File: config.mk
export PLATFORM = sky130hd
export DESIGN_NAME = receiver_config_regs
export DESIGN_NICKNAME = d
export VERILOG_FILES = /design/src/common/rx_cfg_pkg.sv /design/src/design/rx_cfg_axil_slave.sv /design/src/design/receiver_config_regs.sv
export VERILOG_INCLUDE_DIRS = /design/src /design/src/common
export SDC_FILE = /design/constraint.sdc
export NUM_CORES = 1
export LEC_CHECK = 0
export BUFFER_PORTS_ARGS = -buffer_cell sky130_fd_sc_hd__buf_2
export CORE_MARGIN = 8
export CORE_UTILIZATION = 45
export CTS_CLUSTER_DIAMETER = 30
export DETAILED_ROUTE_END_ITERATION = 16
export MAX_ROUTING_LAYER = met4
export PLACE_DENSITY = 0.78
export SLEW_MARGIN = 20
export SYNTH_ARGS = -nofsm -noshare
export SYNTH_HDL_FRONTEND = slang
export SYNTH_HIERARCHICAL = 1
export SYNTH_SLANG_ARGS = --single-unit
File: constraint.sdc
create_clock -name clk_i -period 2.05 [get_ports clk_i]
set_input_delay 0.1025 -clock clk_i [delete_from_list [all_inputs] [get_ports clk_i]]
set_output_delay 0.1025 -clock clk_i [all_outputs]
set_load 0.02 [all_outputs]
File: src/common/rx_cfg_params.svh
/*
 receiver configuration bank: offsets, field positions, reset values and timing counts.
 assumes 32-bit axi4-lite register access and a 250 MHz clock.
*/
// Behaviour
// - single channel: choice bit picks enabled one
// - both enabled, manual: choice picks framing channel
// - bit 6: peak detector or mixer
// - lowpass and zero codes forwarded unchanged
// - low power receiver bit
// - lf split or differential lf
// - lf signal on receiver input
// - agc enable and agc period mode
// - agc preset or reset algorithm
// - auto squelch: start delayed, stop on mask
// - pm mixer clock, single-ended forces internal
// - am first gain code, code 7 boosts
// - pm first gain code, same coding
// - clip first and second stage outputs
// - peer mode forces gain and window
// - defaults at reset and restore command
// - three rw registers from index 0ah
`ifndef RX_CFG_PARAMS_SVH
`define RX_CFG_PARAMS_SVH
// register indices; byte address is four times the index
`define CH_FILT_IDX 6'h0a
`define AGC_SQ_IDX 6'h0b
`define GAIN1_IDX 6'h0c
`define AXIL_AW 8
`define RESP_OKAY 2'b00
`define RESP_SLVERR 2'b10
// reset values
`define CH_FILT_RST 8'h00
`define AGC_SQ_RST 8'h1a
`define GAIN1_RST 8'hd8
// channel and filter register fields
`define CHOICE_BIT 7
`define AMD_MIX_BIT 6
`define LOWPASS_LSB 3
`define ZERO_LSB 0
// agc and squelch register fields
`define LOWPWR_BIT 7
`define LFSPLIT_BIT 6
`define LFEN_BIT 5
`define AGCEN_BIT 4
`define AGCMODE_BIT 3
`define AGCALG_BIT 2
`define SQAUTO_BIT 1
`define PMIX_BIT 0
// first stage gain register fields
`define AMGAIN_LSB 5
`define PMGAIN_LSB 2
`define CLIP_BIT 1
`define PEERFORCE_BIT 0
`define GAIN_BOOST_CODE 3'h7
// squelch start delay after end of transmit
`define SQ_DELAY_NS 18880
`define CLK_PERIOD_NS 4
`define SQ_DELAY_CYC ((`SQ_DELAY_NS + `CLK_PERIOD_NS - 1) / `CLK_PERIOD_NS)
`define SQ_CNT_W 13
`endif

File: src/common/rx_cfg_pkg.sv
/*
 types for the receiver configuration bank.
 assumes the params header is on the include path.
*/
package rx_cfg_pkg;
`include "rx_cfg_params.svh"
    typedef struct packed {
        logic [`AXIL_AW-1:0] awaddr;
        logic awvalid;
        logic [31:0] wdata;
        logic [3:0] wstrb;
        logic wvalid;
        logic bready;
        logic [`AXIL_AW-1:0] araddr;
        logic arvalid;
        logic rready;
    } axil_req_t;
    typedef struct packed {
        logic awready;
        logic wready;
        logic bvalid;
        logic [1:0] bresp;
        logic arready;
        logic rvalid;
        logic [31:0] rdata;
        logic [1:0] rresp;
    } axil_rsp_t;
    typedef enum logic [1:0] {
        SEL_NONE = 2'b00,
        SEL_CH = 2'b01,
        SEL_AGC = 2'b10,
        SEL_GAIN = 2'b11
    } reg_sel_t;
    typedef enum logic [1:0] {
        SQ_IDLE = 2'b00,
        SQ_WAIT = 2'b01,
        SQ_ON = 2'b10
    } sq_state_t;
    typedef struct packed {
        logic am_en;
        logic pm_en;
        logic framing_pm;
        logic am_mixer;
        logic [2:0] lowpass;
        logic [2:0] zero;
        logic low_power;
        logic lf_split;
        logic lf_input_en;
        logic agc_en;
        logic agc_full_period;
        logic agc_reset_alg;
        logic pm_mix_internal;
        logic [2:0] am_gain;
        logic am_boost;
        logic [2:0] pm_gain;
        logic pm_boost;
        logic clip;
        logic peer_force;
        logic squelch;
    } rx_analog_t;
    // word decode; byte address is four times the index
    function automatic reg_sel_t reg_decode(input logic [`AXIL_AW-1:0] addr);
        reg_decode = SEL_NONE;
        if (addr[1:0] == 2'b00)
        begin
            case (addr[`AXIL_AW-1:2])
                `CH_FILT_IDX: reg_decode = SEL_CH;
                `AGC_SQ_IDX: reg_decode = SEL_AGC;
                `GAIN1_IDX: reg_decode = SEL_GAIN;
                default: reg_decode = SEL_NONE;
            endcase
        end
    endfunction
endpackage

File: src/design/rx_cfg_axil_slave.sv
/*
 axi4-lite slave front end for the receiver configuration bank.
 assumes the owner decodes the address and returns read data combinationally.
*/
`timescale 1ns/1ps
`include "rx_cfg_params.svh"
module rx_cfg_axil_slave (
    // clock and reset
    input wire logic clk_i,
    input wire logic srst_i,
    // bus
    input wire rx_cfg_pkg::axil_req_t req_i,
    output rx_cfg_pkg::axil_rsp_t rsp_o,
    // register side
    output logic wr_en_o,
    output logic [`AXIL_AW-1:0] wr_addr_o,
    output logic [7:0] wr_data_o,
    output logic [`AXIL_AW-1:0] rd_addr_o,
    input wire logic [7:0] rd_data_i
);
    import rx_cfg_pkg::*;
    typedef struct packed {
        logic aw_got;
        logic [`AXIL_AW-1:0] aw_addr;
        logic w_got;
        logic [7:0] w_data;
        logic w_lane;
        logic bvalid;
        logic [1:0] bresp;
        logic rvalid;
        logic [7:0] rdata;
        logic [1:0] rresp;
    } slv_state_t;
    slv_state_t st_ff;
    slv_state_t nxt_st;
    logic hit;
    // handshake, write commit and read capture
    always_comb
    begin
        nxt_st = st_ff;
        hit = reg_decode(st_ff.aw_addr) != SEL_NONE;
        wr_en_o = 1'b0;
        if (req_i.awvalid && !st_ff.aw_got && !st_ff.bvalid)
        begin
            nxt_st.aw_got = 1'b1;
            nxt_st.aw_addr = req_i.awaddr;
        end
        if (req_i.wvalid && !st_ff.w_got && !st_ff.bvalid)
        begin
            nxt_st.w_got = 1'b1;
            nxt_st.w_data = req_i.wdata[7:0];
            nxt_st.w_lane = req_i.wstrb[0];
        end
        if (st_ff.aw_got && st_ff.w_got && !st_ff.bvalid)
        begin
            wr_en_o = hit && st_ff.w_lane;
            nxt_st.aw_got = 1'b0;
            nxt_st.w_got = 1'b0;
            nxt_st.bvalid = 1'b1;
            nxt_st.bresp = hit ? `RESP_OKAY : `RESP_SLVERR;
        end
        if (st_ff.bvalid && req_i.bready)
        begin
            nxt_st.bvalid = 1'b0;
        end
        if (st_ff.rvalid && req_i.rready)
        begin
            nxt_st.rvalid = 1'b0;
        end
        if (req_i.arvalid && !st_ff.rvalid)
        begin
            nxt_st.rvalid = 1'b1;
            nxt_st.rdata = rd_data_i;
            nxt_st.rresp = (reg_decode(req_i.araddr) != SEL_NONE) ? `RESP_OKAY : `RESP_SLVERR;
        end
    end
    // state register
    always_ff @(posedge clk_i)
    begin
        if (srst_i)
        begin
            st_ff <= '0;
        end
        else
        begin
            st_ff <= nxt_st;
        end
    end
    // port drive
    always_comb
    begin
        rsp_o = '0;
        rsp_o.awready = !st_ff.aw_got && !st_ff.bvalid;
        rsp_o.wready = !st_ff.w_got && !st_ff.bvalid;
        rsp_o.bvalid = st_ff.bvalid;
        rsp_o.bresp = st_ff.bresp;
        rsp_o.arready = !st_ff.rvalid;
        rsp_o.rvalid = st_ff.rvalid;
        rsp_o.rdata = {24'h000000, st_ff.rdata};
        rsp_o.rresp = st_ff.rresp;
    end
    assign wr_addr_o = st_ff.aw_addr;
    assign wr_data_o = st_ff.w_data;
    assign rd_addr_o = req_i.araddr;
endmodule // rx_cfg_axil_slave

File: src/design/receiver_config_regs.sv
/*
 receiver configuration bank: three rw registers steering the analog receiver,
 plus the automatic squelch sequencer.
 assumes all control inputs come from logic on clk_i; software on axi4-lite.
*/
`timescale 1ns/1ps
`include "rx_cfg_params.svh"
module receiver_config_regs #(
    parameter int SQ_DELAY_CYC = `SQ_DELAY_CYC
) (
    // clock and reset
    input wire logic clk_i,
    input wire logic srst_i,
    // register bus
    input wire rx_cfg_pkg::axil_req_t axil_req_i,
    output rx_cfg_pkg::axil_rsp_t axil_rsp_o,
    // direct command
    input wire logic restore_defaults_i,
    // operation control and receive state
    input wire logic single_channel_i,
    input wire logic manual_select_i,
    input wire logic auto_pick_pm_i,
    input wire logic single_ended_i,
    input wire logic tx_end_i,
    input wire logic mask_timer_done_i,
    // analog receiver settings
    output rx_cfg_pkg::rx_analog_t analog_o
);
    import rx_cfg_pkg::*;

    typedef struct packed {
        logic [7:0] ch_filt;
        logic [7:0] agc_sq;
        logic [7:0] gain1;
        sq_state_t sq_state;
        logic [`SQ_CNT_W-1:0] sq_cnt;
        rx_analog_t ana;
    } cfg_state_t;

    cfg_state_t st_ff;
    cfg_state_t nxt_st;

    logic wr_en;
    logic [`AXIL_AW-1:0] wr_addr;
    logic [7:0] wr_data;
    logic [`AXIL_AW-1:0] rd_addr;
    logic [7:0] rd_data;
    reg_sel_t wr_sel;

    // first stage gain code 7 means boost, 1..6 reduce
    function automatic logic gain_is_boost(input logic [2:0] code);
        gain_is_boost = (code == `GAIN_BOOST_CODE);
    endfunction

    // bus front end
    rx_cfg_axil_slave u_slave (
        .clk_i(clk_i),
        .srst_i(srst_i),
        .req_i(axil_req_i),
        .rsp_o(axil_rsp_o),
        .wr_en_o(wr_en),
        .wr_addr_o(wr_addr),
        .wr_data_o(wr_data),
        .rd_addr_o(rd_addr),
        .rd_data_i(rd_data)
    );

    // read mux, every bit reads back as stored
    always_comb
    begin
        case (reg_decode(rd_addr))
            SEL_CH: rd_data = st_ff.ch_filt;
            SEL_AGC: rd_data = st_ff.agc_sq;
            SEL_GAIN: rd_data = st_ff.gain1;
            default: rd_data = 8'h00;
        endcase
    end

    assign wr_sel = reg_decode(wr_addr);

    // next state: registers, squelch sequencer, analog settings
    always_comb
    begin
        nxt_st = st_ff;
        // register writes take effect at once
        if (wr_en)
        begin
            case (wr_sel)
                SEL_CH: nxt_st.ch_filt = wr_data;
                SEL_AGC: nxt_st.agc_sq = wr_data;
                SEL_GAIN: nxt_st.gain1 = wr_data;
                default: nxt_st.ch_filt = st_ff.ch_filt;
            endcase
        end
        // restore command overrides a same-cycle write
        if (restore_defaults_i)
        begin
            nxt_st.ch_filt = `CH_FILT_RST;
            nxt_st.agc_sq = `AGC_SQ_RST;
            nxt_st.gain1 = `GAIN1_RST;
        end

        // squelch: delayed start after tx end, stop on mask timer
        case (st_ff.sq_state)
            SQ_IDLE:
            begin
                nxt_st.sq_cnt = '0;
                if (tx_end_i && st_ff.agc_sq[`SQAUTO_BIT])
                begin
                    nxt_st.sq_state = SQ_WAIT;
                end
            end
            SQ_WAIT:
            begin
                nxt_st.sq_cnt = st_ff.sq_cnt + `SQ_CNT_W'(1);
                if (mask_timer_done_i)
                begin
                    nxt_st.sq_state = SQ_IDLE;
                end
                else if (st_ff.sq_cnt == `SQ_CNT_W'(SQ_DELAY_CYC - 1))
                begin
                    nxt_st.sq_state = SQ_ON;
                end
            end
            SQ_ON:
            begin
                nxt_st.sq_cnt = '0;
                if (mask_timer_done_i)
                begin
                    nxt_st.sq_state = SQ_IDLE;
                end
            end
            default:
            begin
                nxt_st.sq_state = SQ_IDLE;
                nxt_st.sq_cnt = '0;
            end
        endcase
        // turning automation off drops any squelch in progress
        if (!nxt_st.agc_sq[`SQAUTO_BIT])
        begin
            nxt_st.sq_state = SQ_IDLE;
            nxt_st.sq_cnt = '0;
        end

        // channel enables and framing channel
        if (single_channel_i)
        begin
            nxt_st.ana.am_en = !nxt_st.ch_filt[`CHOICE_BIT];
            nxt_st.ana.pm_en = nxt_st.ch_filt[`CHOICE_BIT];
            nxt_st.ana.framing_pm = nxt_st.ch_filt[`CHOICE_BIT];
        end
        else
        begin
            nxt_st.ana.am_en = 1'b1;
            nxt_st.ana.pm_en = 1'b1;
            nxt_st.ana.framing_pm = manual_select_i ? nxt_st.ch_filt[`CHOICE_BIT]
                                                    : auto_pick_pm_i;
        end
        // demodulator and filter codes
        nxt_st.ana.am_mixer = nxt_st.ch_filt[`AMD_MIX_BIT];
        nxt_st.ana.lowpass = nxt_st.ch_filt[`LOWPASS_LSB +: 3];
        nxt_st.ana.zero = nxt_st.ch_filt[`ZERO_LSB +: 3];
        // power, lf path and agc
        nxt_st.ana.low_power = nxt_st.agc_sq[`LOWPWR_BIT];
        nxt_st.ana.lf_split = nxt_st.agc_sq[`LFSPLIT_BIT];
        nxt_st.ana.lf_input_en = nxt_st.agc_sq[`LFEN_BIT];
        nxt_st.ana.agc_en = nxt_st.agc_sq[`AGCEN_BIT];
        nxt_st.ana.agc_full_period = nxt_st.agc_sq[`AGCMODE_BIT];
        nxt_st.ana.agc_reset_alg = nxt_st.agc_sq[`AGCALG_BIT];
        // single-ended mode always uses the internal mixer clock
        nxt_st.ana.pm_mix_internal = nxt_st.agc_sq[`PMIX_BIT] || single_ended_i;
        // first stage gains, clipping and peer force
        nxt_st.ana.am_gain = nxt_st.gain1[`AMGAIN_LSB +: 3];
        nxt_st.ana.am_boost = gain_is_boost(nxt_st.gain1[`AMGAIN_LSB +: 3]);
        nxt_st.ana.pm_gain = nxt_st.gain1[`PMGAIN_LSB +: 3];
        nxt_st.ana.pm_boost = gain_is_boost(nxt_st.gain1[`PMGAIN_LSB +: 3]);
        nxt_st.ana.clip = nxt_st.gain1[`CLIP_BIT];
        // after clearing, software restarts the receiver itself
        nxt_st.ana.peer_force = nxt_st.gain1[`PEERFORCE_BIT];
        nxt_st.ana.squelch = (nxt_st.sq_state == SQ_ON);
    end

    // state register with defaults on reset
    always_ff @(posedge clk_i)
    begin
        if (srst_i)
        begin
            st_ff <= '0;
            st_ff.ch_filt <= `CH_FILT_RST;
            st_ff.agc_sq <= `AGC_SQ_RST;
            st_ff.gain1 <= `GAIN1_RST;
            st_ff.sq_state <= SQ_IDLE;
            st_ff.ana.am_en <= 1'b1;
            st_ff.ana.pm_en <= 1'b1;
            st_ff.ana.agc_en <= 1'b1;
            st_ff.ana.agc_full_period <= 1'b1;
            st_ff.ana.am_gain <= 3'(`GAIN1_RST >> `AMGAIN_LSB);
            st_ff.ana.pm_gain <= 3'(`GAIN1_RST >> `PMGAIN_LSB);
        end
        else
        begin
            st_ff <= nxt_st;
        end
    end

    assign analog_o = st_ff.ana;
endmodule // receiver_config_regs

# Yosys cells after proc, flatten, opt, wreduce, memory -nomap -nowiden
# Index checks and enable logic that the tools add are counted.
# classes
add_sub_neg,1
n_eq_ne,18
muxes,24
n_bitwise,2
n_reduce_logical,29
# ops
cell,count
24-bit 2-to-1 mux,2
15-bit one-hot mux with 3 select lines,1
6-bit by 4-bit == test with 1-bit output (second input constant),6
8-bit 2-to-1 mux,3
8-bit one-hot mux with 3 select lines,1
2-bit 2-to-1 mux,9
15-bit 2-to-1 mux,1
13-bit by 1-bit adder with 13-bit output (second input constant),1
13-bit == test (second input constant),1
1-bit logical AND,13
2-bit == test (second input constant),6
2-bit one-hot mux with 3 select lines,2
11-bit 2-to-1 mux,1
2-bit OR reduction,4
2-bit by 1-bit == test with 1-bit output (second input constant),3
3-bit == test (second input constant),2
2-bit logical NOT,3
2-bit nonzero test,3
1-bit logical NOT,5
1-bit 2-to-1 mux,4
1-bit NOT,2
1-bit logical OR,1
# word_totals
reg_bits,100
input_bits,66
out_inout_bits,69
elab_cells,109

# Depth between registers and ports, before layout
# Gate-level depths: netlist (run 1).
# depth
ltp_word,10
depth_mapped,9
ltp_nobuf,7

# Modules after synthesis
# The synthesis (run 1) kept the hierarchy.
# modules_own_cells
module,instances,cells_each,area_each_um2,seq_area_each_um2
receiver_config_regs,1,238,2214.6,920.9
rx_cfg_axil_slave,1,191,1665.3,620.6

# Worst setup path before layout (run 1)
# No wires, ideal clock.
# synth_timing
kind,flip-flop to flip-flop
start,"register u_slave.st_ff, in the netlist u_slave/rsp_o[38]"
end,register st_ff[33] (netlist bit)
setup_ps,65
arrival_ps,2030
required_time_ps,1985
path_slack_ps,-45
path_stages_with_launch,9
path_buffers,2
synth_period_minus_slack_ps,2095
cell_sequence,dfxtp_1 > and3b_1 > and4_1 > nor4bb_1 > and3_1 > buf_2 > o2111ai_1 > clkbuf_1 > nor2_1
# synth_between
elab_chain_cells,7
# synth_rtl
element,line_no,rtl
start: declaration,rx_cfg_axil_slave.sv:34,slv_state_t st_ff;
start signal: assignment,rx_cfg_axil_slave.sv:86,st_ff <= nxt_st;
1-bit logical NOT,rx_cfg_axil_slave.sv:54,if (st_ff.aw_got && st_ff.w_got && !st_ff.bvalid)
1-bit logical AND,rx_cfg_axil_slave.sv:54,
1-bit 2-to-1 mux,rx_cfg_axil_slave.sv:54,
net wr_en,receiver_config_regs.sv:43,logic wr_en;
24-bit 2-to-1 mux,receiver_config_regs.sv:86,if (wr_en)
24-bit 2-to-1 mux,receiver_config_regs.sv:96,if (restore_defaults_i)
1-bit NOT (no line),-,
2-bit OR reduction (no line),-,
end signal: assignment,receiver_config_regs.sv:203,st_ff <= nxt_st;
end: declaration,receiver_config_regs.sv:40,cfg_state_t st_ff;
# The timed path passes the listed nets, and every way through them passes these cells.
# A chain may end at the register's enable or synchronous reset.

# Worst setup path in the final report (run 1)
# layout_timing
start,"register u_slave.st_ff, in the netlist u_slave/wr_addr_o[6]"
end,"register st_ff, in the netlist analog_o[3]"
# layout_between
elab_chain_cells,9
elab_cells_between_ends,13
classes_between,eq/ne: 5; mux: 6; reduce/logical: 2
# layout_rtl
element,line_no,rtl
6-bit by 4-bit == test with 1-bit output,rx_cfg_pkg.sv:66,case (addr[`AXIL_AW-1:2])
2-bit one-hot mux with 3 select lines *,rx_cfg_pkg.sv:66,
2-bit 2-to-1 mux *,rx_cfg_pkg.sv:64,if (addr[1:0] == 2'b00)
2-bit nonzero test *,rx_cfg_axil_slave.sv:41,hit = reg_decode(st_ff.aw_addr) != SEL_NONE;
1-bit logical AND *,rx_cfg_axil_slave.sv:56,wr_en_o = hit && st_ff.w_lane;
1-bit 2-to-1 mux *,rx_cfg_axil_slave.sv:54,
net wr_en,receiver_config_regs.sv:43,
24-bit 2-to-1 mux *,receiver_config_regs.sv:86,
24-bit 2-to-1 mux *,receiver_config_regs.sv:96,
3-bit == test (no line) *,-,
# The timed path passes the listed nets; every way through them passes the cells marked *.

==> results.json, run 1 <==
{
  "cts_root_buf": "clkbuf_8",
  "fmax_mhz": 511,
  "setup_viol": 0,
  "routed_wl_um": 8480,
  "slowest_delay_ps": 310,
  "synth_edf_count": 0,
  "cts_buffers": 9,
  "place_hpwl_um": 6500,
  "whs_ps": 25.5,
  "ys_seq_area_frac": 0.397,
  "drtPass1Iterations": 4,
  "slew_viol_final": 0,
  "chipHeight_um": 109,
  "peakVddDrop_mv": 0.389,
  "viasPerCell": 4.79,
  "setup_slack_ps": 94.6,
  "rsz0062_at_grt": "true",
  "min_path_type": "in2reg",
  "endpoint_kind": "register",
  "antenna_cells": 0,
  "critPathLaunchType": "register",
  "syn-instance-count": 429,
  "synthTopCellsByCount": "buf_4 (91), dfxtp_1 (77), nor2_1 (56)",
  "vias": 2889,
  "antenna_found_initial": 0,
  "grt_pass1_vias": 2807,
  "avgSynthCellArea_um2": 9.04,
  "final.min_clock_period_ps": 1960,
  "path_max_fanout": 7,
  "critPathKind": "reg2reg",
  "clock_path_buffers": 2,
  "worst_pin_slew_ps": 666,
  "netlist_area_mm2": 0.00388,
  "cp.required_ps": 2300,
  "io_pins": 135,
  "port_buffers": 81,
  "clk_latency_ps": 350,
  "n_fill_cell": 813,
  "start_util": 0.454,
  "synthMostInstantiatedCell": "buf_4",
  "htreeDepth": 3,
  "seq_area_mm2": 0.00154,
  "utilization": 0.526,
  "hold_viol": 0,
  "place.gp.congestion": 0.749,
  "fin_cells": 603,
  "detail-route-antenna-nets": 0,
  "die_w_um": 109,
  "cts.sinks": 77,
  "r2r_cells": 8,
  "grt_pass1_wl_um": 13500,
  "total_power_mw": 3.07,
  "cap_violations": 0,
  "critPathArrivalTime_ps": 2200,
  "grt.overflow.total": 0,
  "min-delay-start": "axil_req_i[17]",
  "synth_top_area_frac": 0.397,
  "synth_top_cell_by_area": "dfxtp_1",
  "area_growth_pct": 16.0,
  "clk_pin_slew_ps": 80,
  "multi_input_area_mm2": 0.00177,
  "place_inst": 567,
  "drc": 0,
  "core.rowCount": 34,
  "relSlewSlack": 0.555,
  "status": "finished clean",
  "critical_path.startpoint": "u_slave/wr_addr_o[6]",
  "grt_max_degree": 25,
  "postSynth.asyncResetShare": 0,
  "worstPathCellList": "nor2_1, o2111a_1, and4_4, nor4b_4, nand4b_1, buf_6, mux2i_4, a2111oi_4",
  "min_period_over_period": 0.954,
  "drive_above_1_share": 0.291,
  "drtIter0Drc": 110,
  "fin_nets": 557,
  "yosysWarnings": 6,
  "r2r-start": "u_slave/wr_addr_o[6]",
  "yosysUniqueCellTypes": 49,
  "ys_seq_elements": 77,
  "grtUsageTotal": 0.148,
  "p_leak_nw": 2.00,
  "ys_dominant_reg_cell": "dfxtp_1",
  "cts_tree": "built",
  "finClkSkew_ps": 8.95,
  "coreArea_mm2": 0.00855,
  "hold_depth": 3,
  "ys_top_cells_by_area": "dfxtp_1 (40%), buf_4 (18%), mux2i_1 (11%), nor2_1 (5.4%), nand2_1 (3.6%)",
  "post_drt_wl_per_cell_um": 14.1,
  "pre_cts_ws_ps": -138,
  "die-area_mm2": 0.0118,
  "cp_slowest_cell": "dfxtp_1",
  "cellPowerDensity_mw_per_mm2": 683
}
## timing repair
item,in CTS,in global routing
pin swaps,4,7
buffers inserted,0,1
gates resized for setup,6,13
hold endpoints to repair,20,0
hold buffers,19,0
setup endpoints to repair,14,23
## area by class of cell
| class | instances | area share |
|---|---|---|
| Timing Repair Buffer | 130 | 0.186 |
| Sequential cell | 77 | 0.343 |
| Clock buffer | 11 | 0.0314 |
| Clock inverter | 5 | 0.0131 |
| Multi-Input combinational cell | 267 | 0.392 |
| Tap cell | 108 | 0.0300 |
| Inverter | 5 | 0.00417 |
## layout by cell type (no fill, tap or decap), types with 7 or more instances in the layout
cell / synthesis / final
clkbuf_8: 0 / 10
buf_4: 91 / 28
a21oi_1: 16 / 16
dfxtp_1: 77 / 76
nand2_1: 37 / 37
xor2_1: 10 / 10
dlygate4sd3_1: 0 / 19
conb_1: 1 / 26
nand2b_1: 7 / 7
mux2i_1: 43 / 42
nand3_1: 8 / 8
buf_2: 5 / 81
o2bb2ai_1: 8 / 8
nor2_1: 56 / 55
## flip-flops by register name, indices dropped and copies added (netlist names)
signal	flops
u_slave/wr_addr_o	8
u_slave/rsp_o	12
analog_o	7
u_slave/st_ff	3
u_slave/wr_data_o	8
st_ff	39
## critical path: cells and delay by family (launching register included)
kind | cells | cell delay, ps
compound gates | 2 | 490
buf+inv | 1 | 180
flops | 1 | 310
mux | 1 | 190
simple gates | 4 | 680
## report_power, final
part | switching, mW | internal [mW]
logic | 0.199 | 0.152
clock network | 0.560 | 0.598
registers | 0.0306 | 1.53
total | 0.789 | 2.28
## metal layers
| layer | global-route usage | up-vias | share of wire | routed length, um |
|---|---|---|---|---|
| met5 | - | - | 0 | 0 |
| met4 | 0.0469 | 0 | 0.011 | 93 |
| met1 | 0.160 | 1343 | 0.42 | 3570 |
| met3 | 0.0437 | 10 | 0.068 | 578 |
| met2 | 0.255 | 72 | 0.50 | 4240 |
| li1 | - | 1464 | - | - |
## cell families (layout without fill, tap and decap cells)
logic type      count (synthesis)  count (layout)  synth area share
mux                            44              44             0.114
flops                          77              77             0.397
xor+xnor                       12              12            0.0271
other cells                     1              26          0.000967
simple gates                  144             144             0.184
compound gates                 40              40            0.0732
fa+ha+maj                       1               1           0.00322
buf+inv                       110             151             0.200
## final timing paths
path	endpoint	slack [ps]
setup / recovery	analog_o[3]	90
hold / removal	u_slave/wr_data_o[1]	30
setup reg to reg	analog_o[3]	90
hold reg to reg	u_slave/rsp_o[4]	460
## per-stage QoR
stage / cell area, um2 / setup TNS (ps)
after CTS: 4420 / 0
after detailed placement: 4000 / -259
after global routing: 4500 / -23.6
final: 4500 / 0
after floorplan: 3980 / 0
after global placement: 4000 / -101
Note: power is estimated with default switching activity, not from simulation.
==> run 2, diff against run 1 <==
--- a/config.mk
+++ b/config.mk
@@ -12,9 +12,8 @@
 export CTS_CLUSTER_DIAMETER = 30
 export DETAILED_ROUTE_END_ITERATION = 16
 export MAX_ROUTING_LAYER = met4
-export PLACE_DENSITY = 0.78
+export PLACE_DENSITY = 0.79
 export SLEW_MARGIN = 20
 export SYNTH_ARGS = -nofsm -noshare
 export SYNTH_HDL_FRONTEND = slang
-export SYNTH_HIERARCHICAL = 1
 export SYNTH_SLANG_ARGS = --single-unit
==> run 2 against run 1 <==
Compared with the run above:
- power decreased by 1.6%
- combinational power about the same
- routed wire length decreased by 0.92%
- register-to-register slack improved by 40 ps
- core utilization decreased by 1.0 points
- non-clock buffer count decreased by 21
- worst setup slack improved by 42 ps
- largest power group unchanged
==> results.json, run 2 <==
{
  "status": "finished clean",
  "avgSynthCellArea_um2": 8.60,
  "cp.required_ps": 2300,
  "final.min_clock_period_ps": 1910,
  "synth_top_area_frac": 0.423,
  "start_util": 0.453,
  "min_path_type": "in2reg",
  "ys_seq_area_frac": 0.423,
  "place.gp.congestion": 0.825,
  "netlist_area_mm2": 0.00365,
  "yosysWarnings": 0,
  "detail-route-antenna-nets": 0,
  "drtPass1Iterations": 4,
  "ys_dominant_reg_cell": "dfxtp_1",
  "p_leak_nw": 1.72,
  "worstPathCellList": "or3b_1, a21o_1, nor3_4, buf_4, mux2i_1, nor2_1",
  "endpoint_kind": "register",
  "synth_top_cell_by_area": "dfxtp_1",
  "fin_nets": 553,
  "setup_viol": 0,
  "grt_pass1_vias": 2819,
  "antenna_found_initial": 0,
  "synthTopCellsByCount": "dfxtp_1 (77), nor2_1 (67), buf_4 (66)",
  "critPathKind": "reg2reg",
  "synth_edf_count": 0,
  "cts_buffers": 9,
  "ys_top_cells_by_area": "dfxtp_1 (42%), buf_4 (14%), nor2_1 (6.9%), mux2i_1 (6.6%), nand2_1 (3.6%)",
  "grt_pass1_wl_um": 13900,
  "coreArea_mm2": 0.00805,
  "drtIter0Drc": 129,
  "hold_viol": 0,
  "vias": 2868,
  "cts_root_buf": "clkbuf_8",
  "syn-instance-count": 424,
  "place_hpwl_um": 6350,
  "whs_ps": 5.85,
  "critPathLaunchType": "register",
  "grtUsageTotal": 0.158,
  "cts.repair.resized": 0,
  "utilization": 0.516,
  "cts.sinks": 77,
  "post_cts_buffers": 0,
  "n_fill_cell": 796,
  "routed_wl_um": 8400,
  "place_area_mm2": 0.00378,
  "drive_above_1_share": 0.218,
  "yosysUniqueCellTypes": 43,
  "cts_tree": "built",
  "grt_max_degree": 30,
  "antenna_cells": 0,
  "clock_path_buffers": 2,
  "worst_pin_slew_ps": 783,
  "slowest_delay_ps": 390,
  "top_register": "st_ff",
  "core.rowCount": 33,
  "min_period_over_period": 0.933,
  "rsz0062_at_grt": "false",
  "htreeDepth": 3,
  "peakVddDrop_mv": 0.374,
  "critPathArrivalTime_ps": 2160,
  "setup_tns_ps": 0,
  "ys_seq_elements": 77,
  "fmax_mhz": 523,
  "largest_register_ffs": 39,
  "finClkSkew_ps": 6.48,
  "cap_violations": 0,
  "chipHeight_um": 106,
  "grt.overflow.total": 0,
  "die-area_mm2": 0.0112,
  "port_buffers": 81,
  "slew_viol_final": 0,
  "postSynth.asyncResetShare": 0,
  "clk_pin_slew_ps": 80,
  "die_w_um": 106,
  "clk_latency_ps": 360,
  "relSlewSlack": 0.477,
  "path_max_fanout": 7,
  "cellPowerDensity_mw_per_mm2": 728,
  "area_growth_pct": 13.9,
  "drc": 0,
  "finalInstanceArea_mm2": 0.00415,
  "cp_slowest_cell": "dfxtp_1",
  "synthMostInstantiatedCell": "dfxtp_1",
  "io_pins": 135,
  "post_drt_wl_per_cell_um": 14.1,
  "viasPerCell": 4.82,
  "layout_common_cells": "buf_2 (81), dfxtp_1 (77), nor2_1 (67)",
  "final_common_cell": "buf_2"
}
run 2: changes by cell type in the layout (fill, tap and decap cells not counted), moves of 6 or more:
cell,change
nor2_1,+12
buf_4,-19
o2bb2ai_1,-8
o21ai_0,+9
a22o_1,+8
nor3_1,+16
a221oi_1,+8
mux2i_1,-18
and3_1,+6
run 2: path summary, 6_finish.rpt:
check | from | end | slack, ps | cells after the start
worst max-delay path | u_slave.wr_addr_o[4] | st_ff[58] | 140 | 6
worst min-delay path | axil_req_i[51] | u_slave.wr_addr_o[2] | 6 | 3
worst max register to register | u_slave.wr_addr_o[4] | st_ff[58] | 140 | 6
worst min register to register | st_ff[28] | st_ff[28] | 460 | 1
run 2: layout make-up:
| class | instances | area, um2 | share of cell area |
|---|---|---|---|
| well taps | 105 | 131 | 0.0316 |
| clock buffers | 10 | 128 | 0.0307 |
| repair buffers | 109 | 663 | 0.160 |
| multi-input cells | 282 | 1610 | 0.388 |
| flip-flops and latches | 77 | 1540 | 0.371 |
| inverters | 7 | 26.3 | 0.00633 |
| clock inverters | 5 | 52.6 | 0.0127 |
run 2: power breakdown:
group / leakage (nW) / internal [mW] / switching (mW)
Sequential: 0.627 / 1.54 / 0.0415
Clock: 0.0919 / 0.549 / 0.539
Combinational: 1.00 / 0.137 / 0.215
Total: 1.72 / 2.23 / 0.795
run 2: kinds of logic (layout without fill, tap and decap cells):
| family | after synthesis | in the layout | share of synthesized area |
|---|---|---|---|
| adders and majority gates | 1 | 1 | 0.00343 |
| xor gates and xnor gates | 12 | 12 | 0.0288 |
| AOI/OAI and AO/OA | 51 | 51 | 0.0947 |
| muxes | 24 | 24 | 0.0659 |
| DFF | 77 | 77 | 0.423 |
| buffers and inverters | 90 | 131 | 0.161 |
| other | 1 | 26 | 0.00103 |
| and+or+nand+nor | 168 | 168 | 0.222 |
run 2: stage by stage:
step                total power [mW]  std cells  worst slack (ps)
floorplan                       1.89        449               200
global placement                1.93        561               235
detailed placement              1.94        561               160
CTS                             3.05        595               142
global route                    3.15        595              11.1
finish                          3.02        595               137
run 2: routing by layer:
layer / vias up / wire length (um) / GRT usage / part of all wire
met5: - / 0 / - / 0
met4: 0 / 210 / 0.0834 / 0.025
met3: 15 / 428 / 0.0387 / 0.051
met2: 80 / 3850 / 0.241 / 0.46
met1: 1306 / 3910 / 0.188 / 0.47
li1: 1467 / - / - / -
run 2: critical path: cells and delay by family (launching register included):
kind | cells | cell delay (ps)
buffers and inverters | 1 | 230
flip-flops | 1 | 390
multiplexers | 1 | 220
AO/OA/AOI/OAI | 1 | 260
AND/OR/NAND/NOR | 3 | 700
run 2: what timing repair did:
| action | 4_1_cts | 5_1_grt |
|---|---|---|
| endpoints found under the hold margin | 20 | 0 |
| hold buffers | 19 | 0 |
| endpoints found under the setup margin | 0 | 0 |
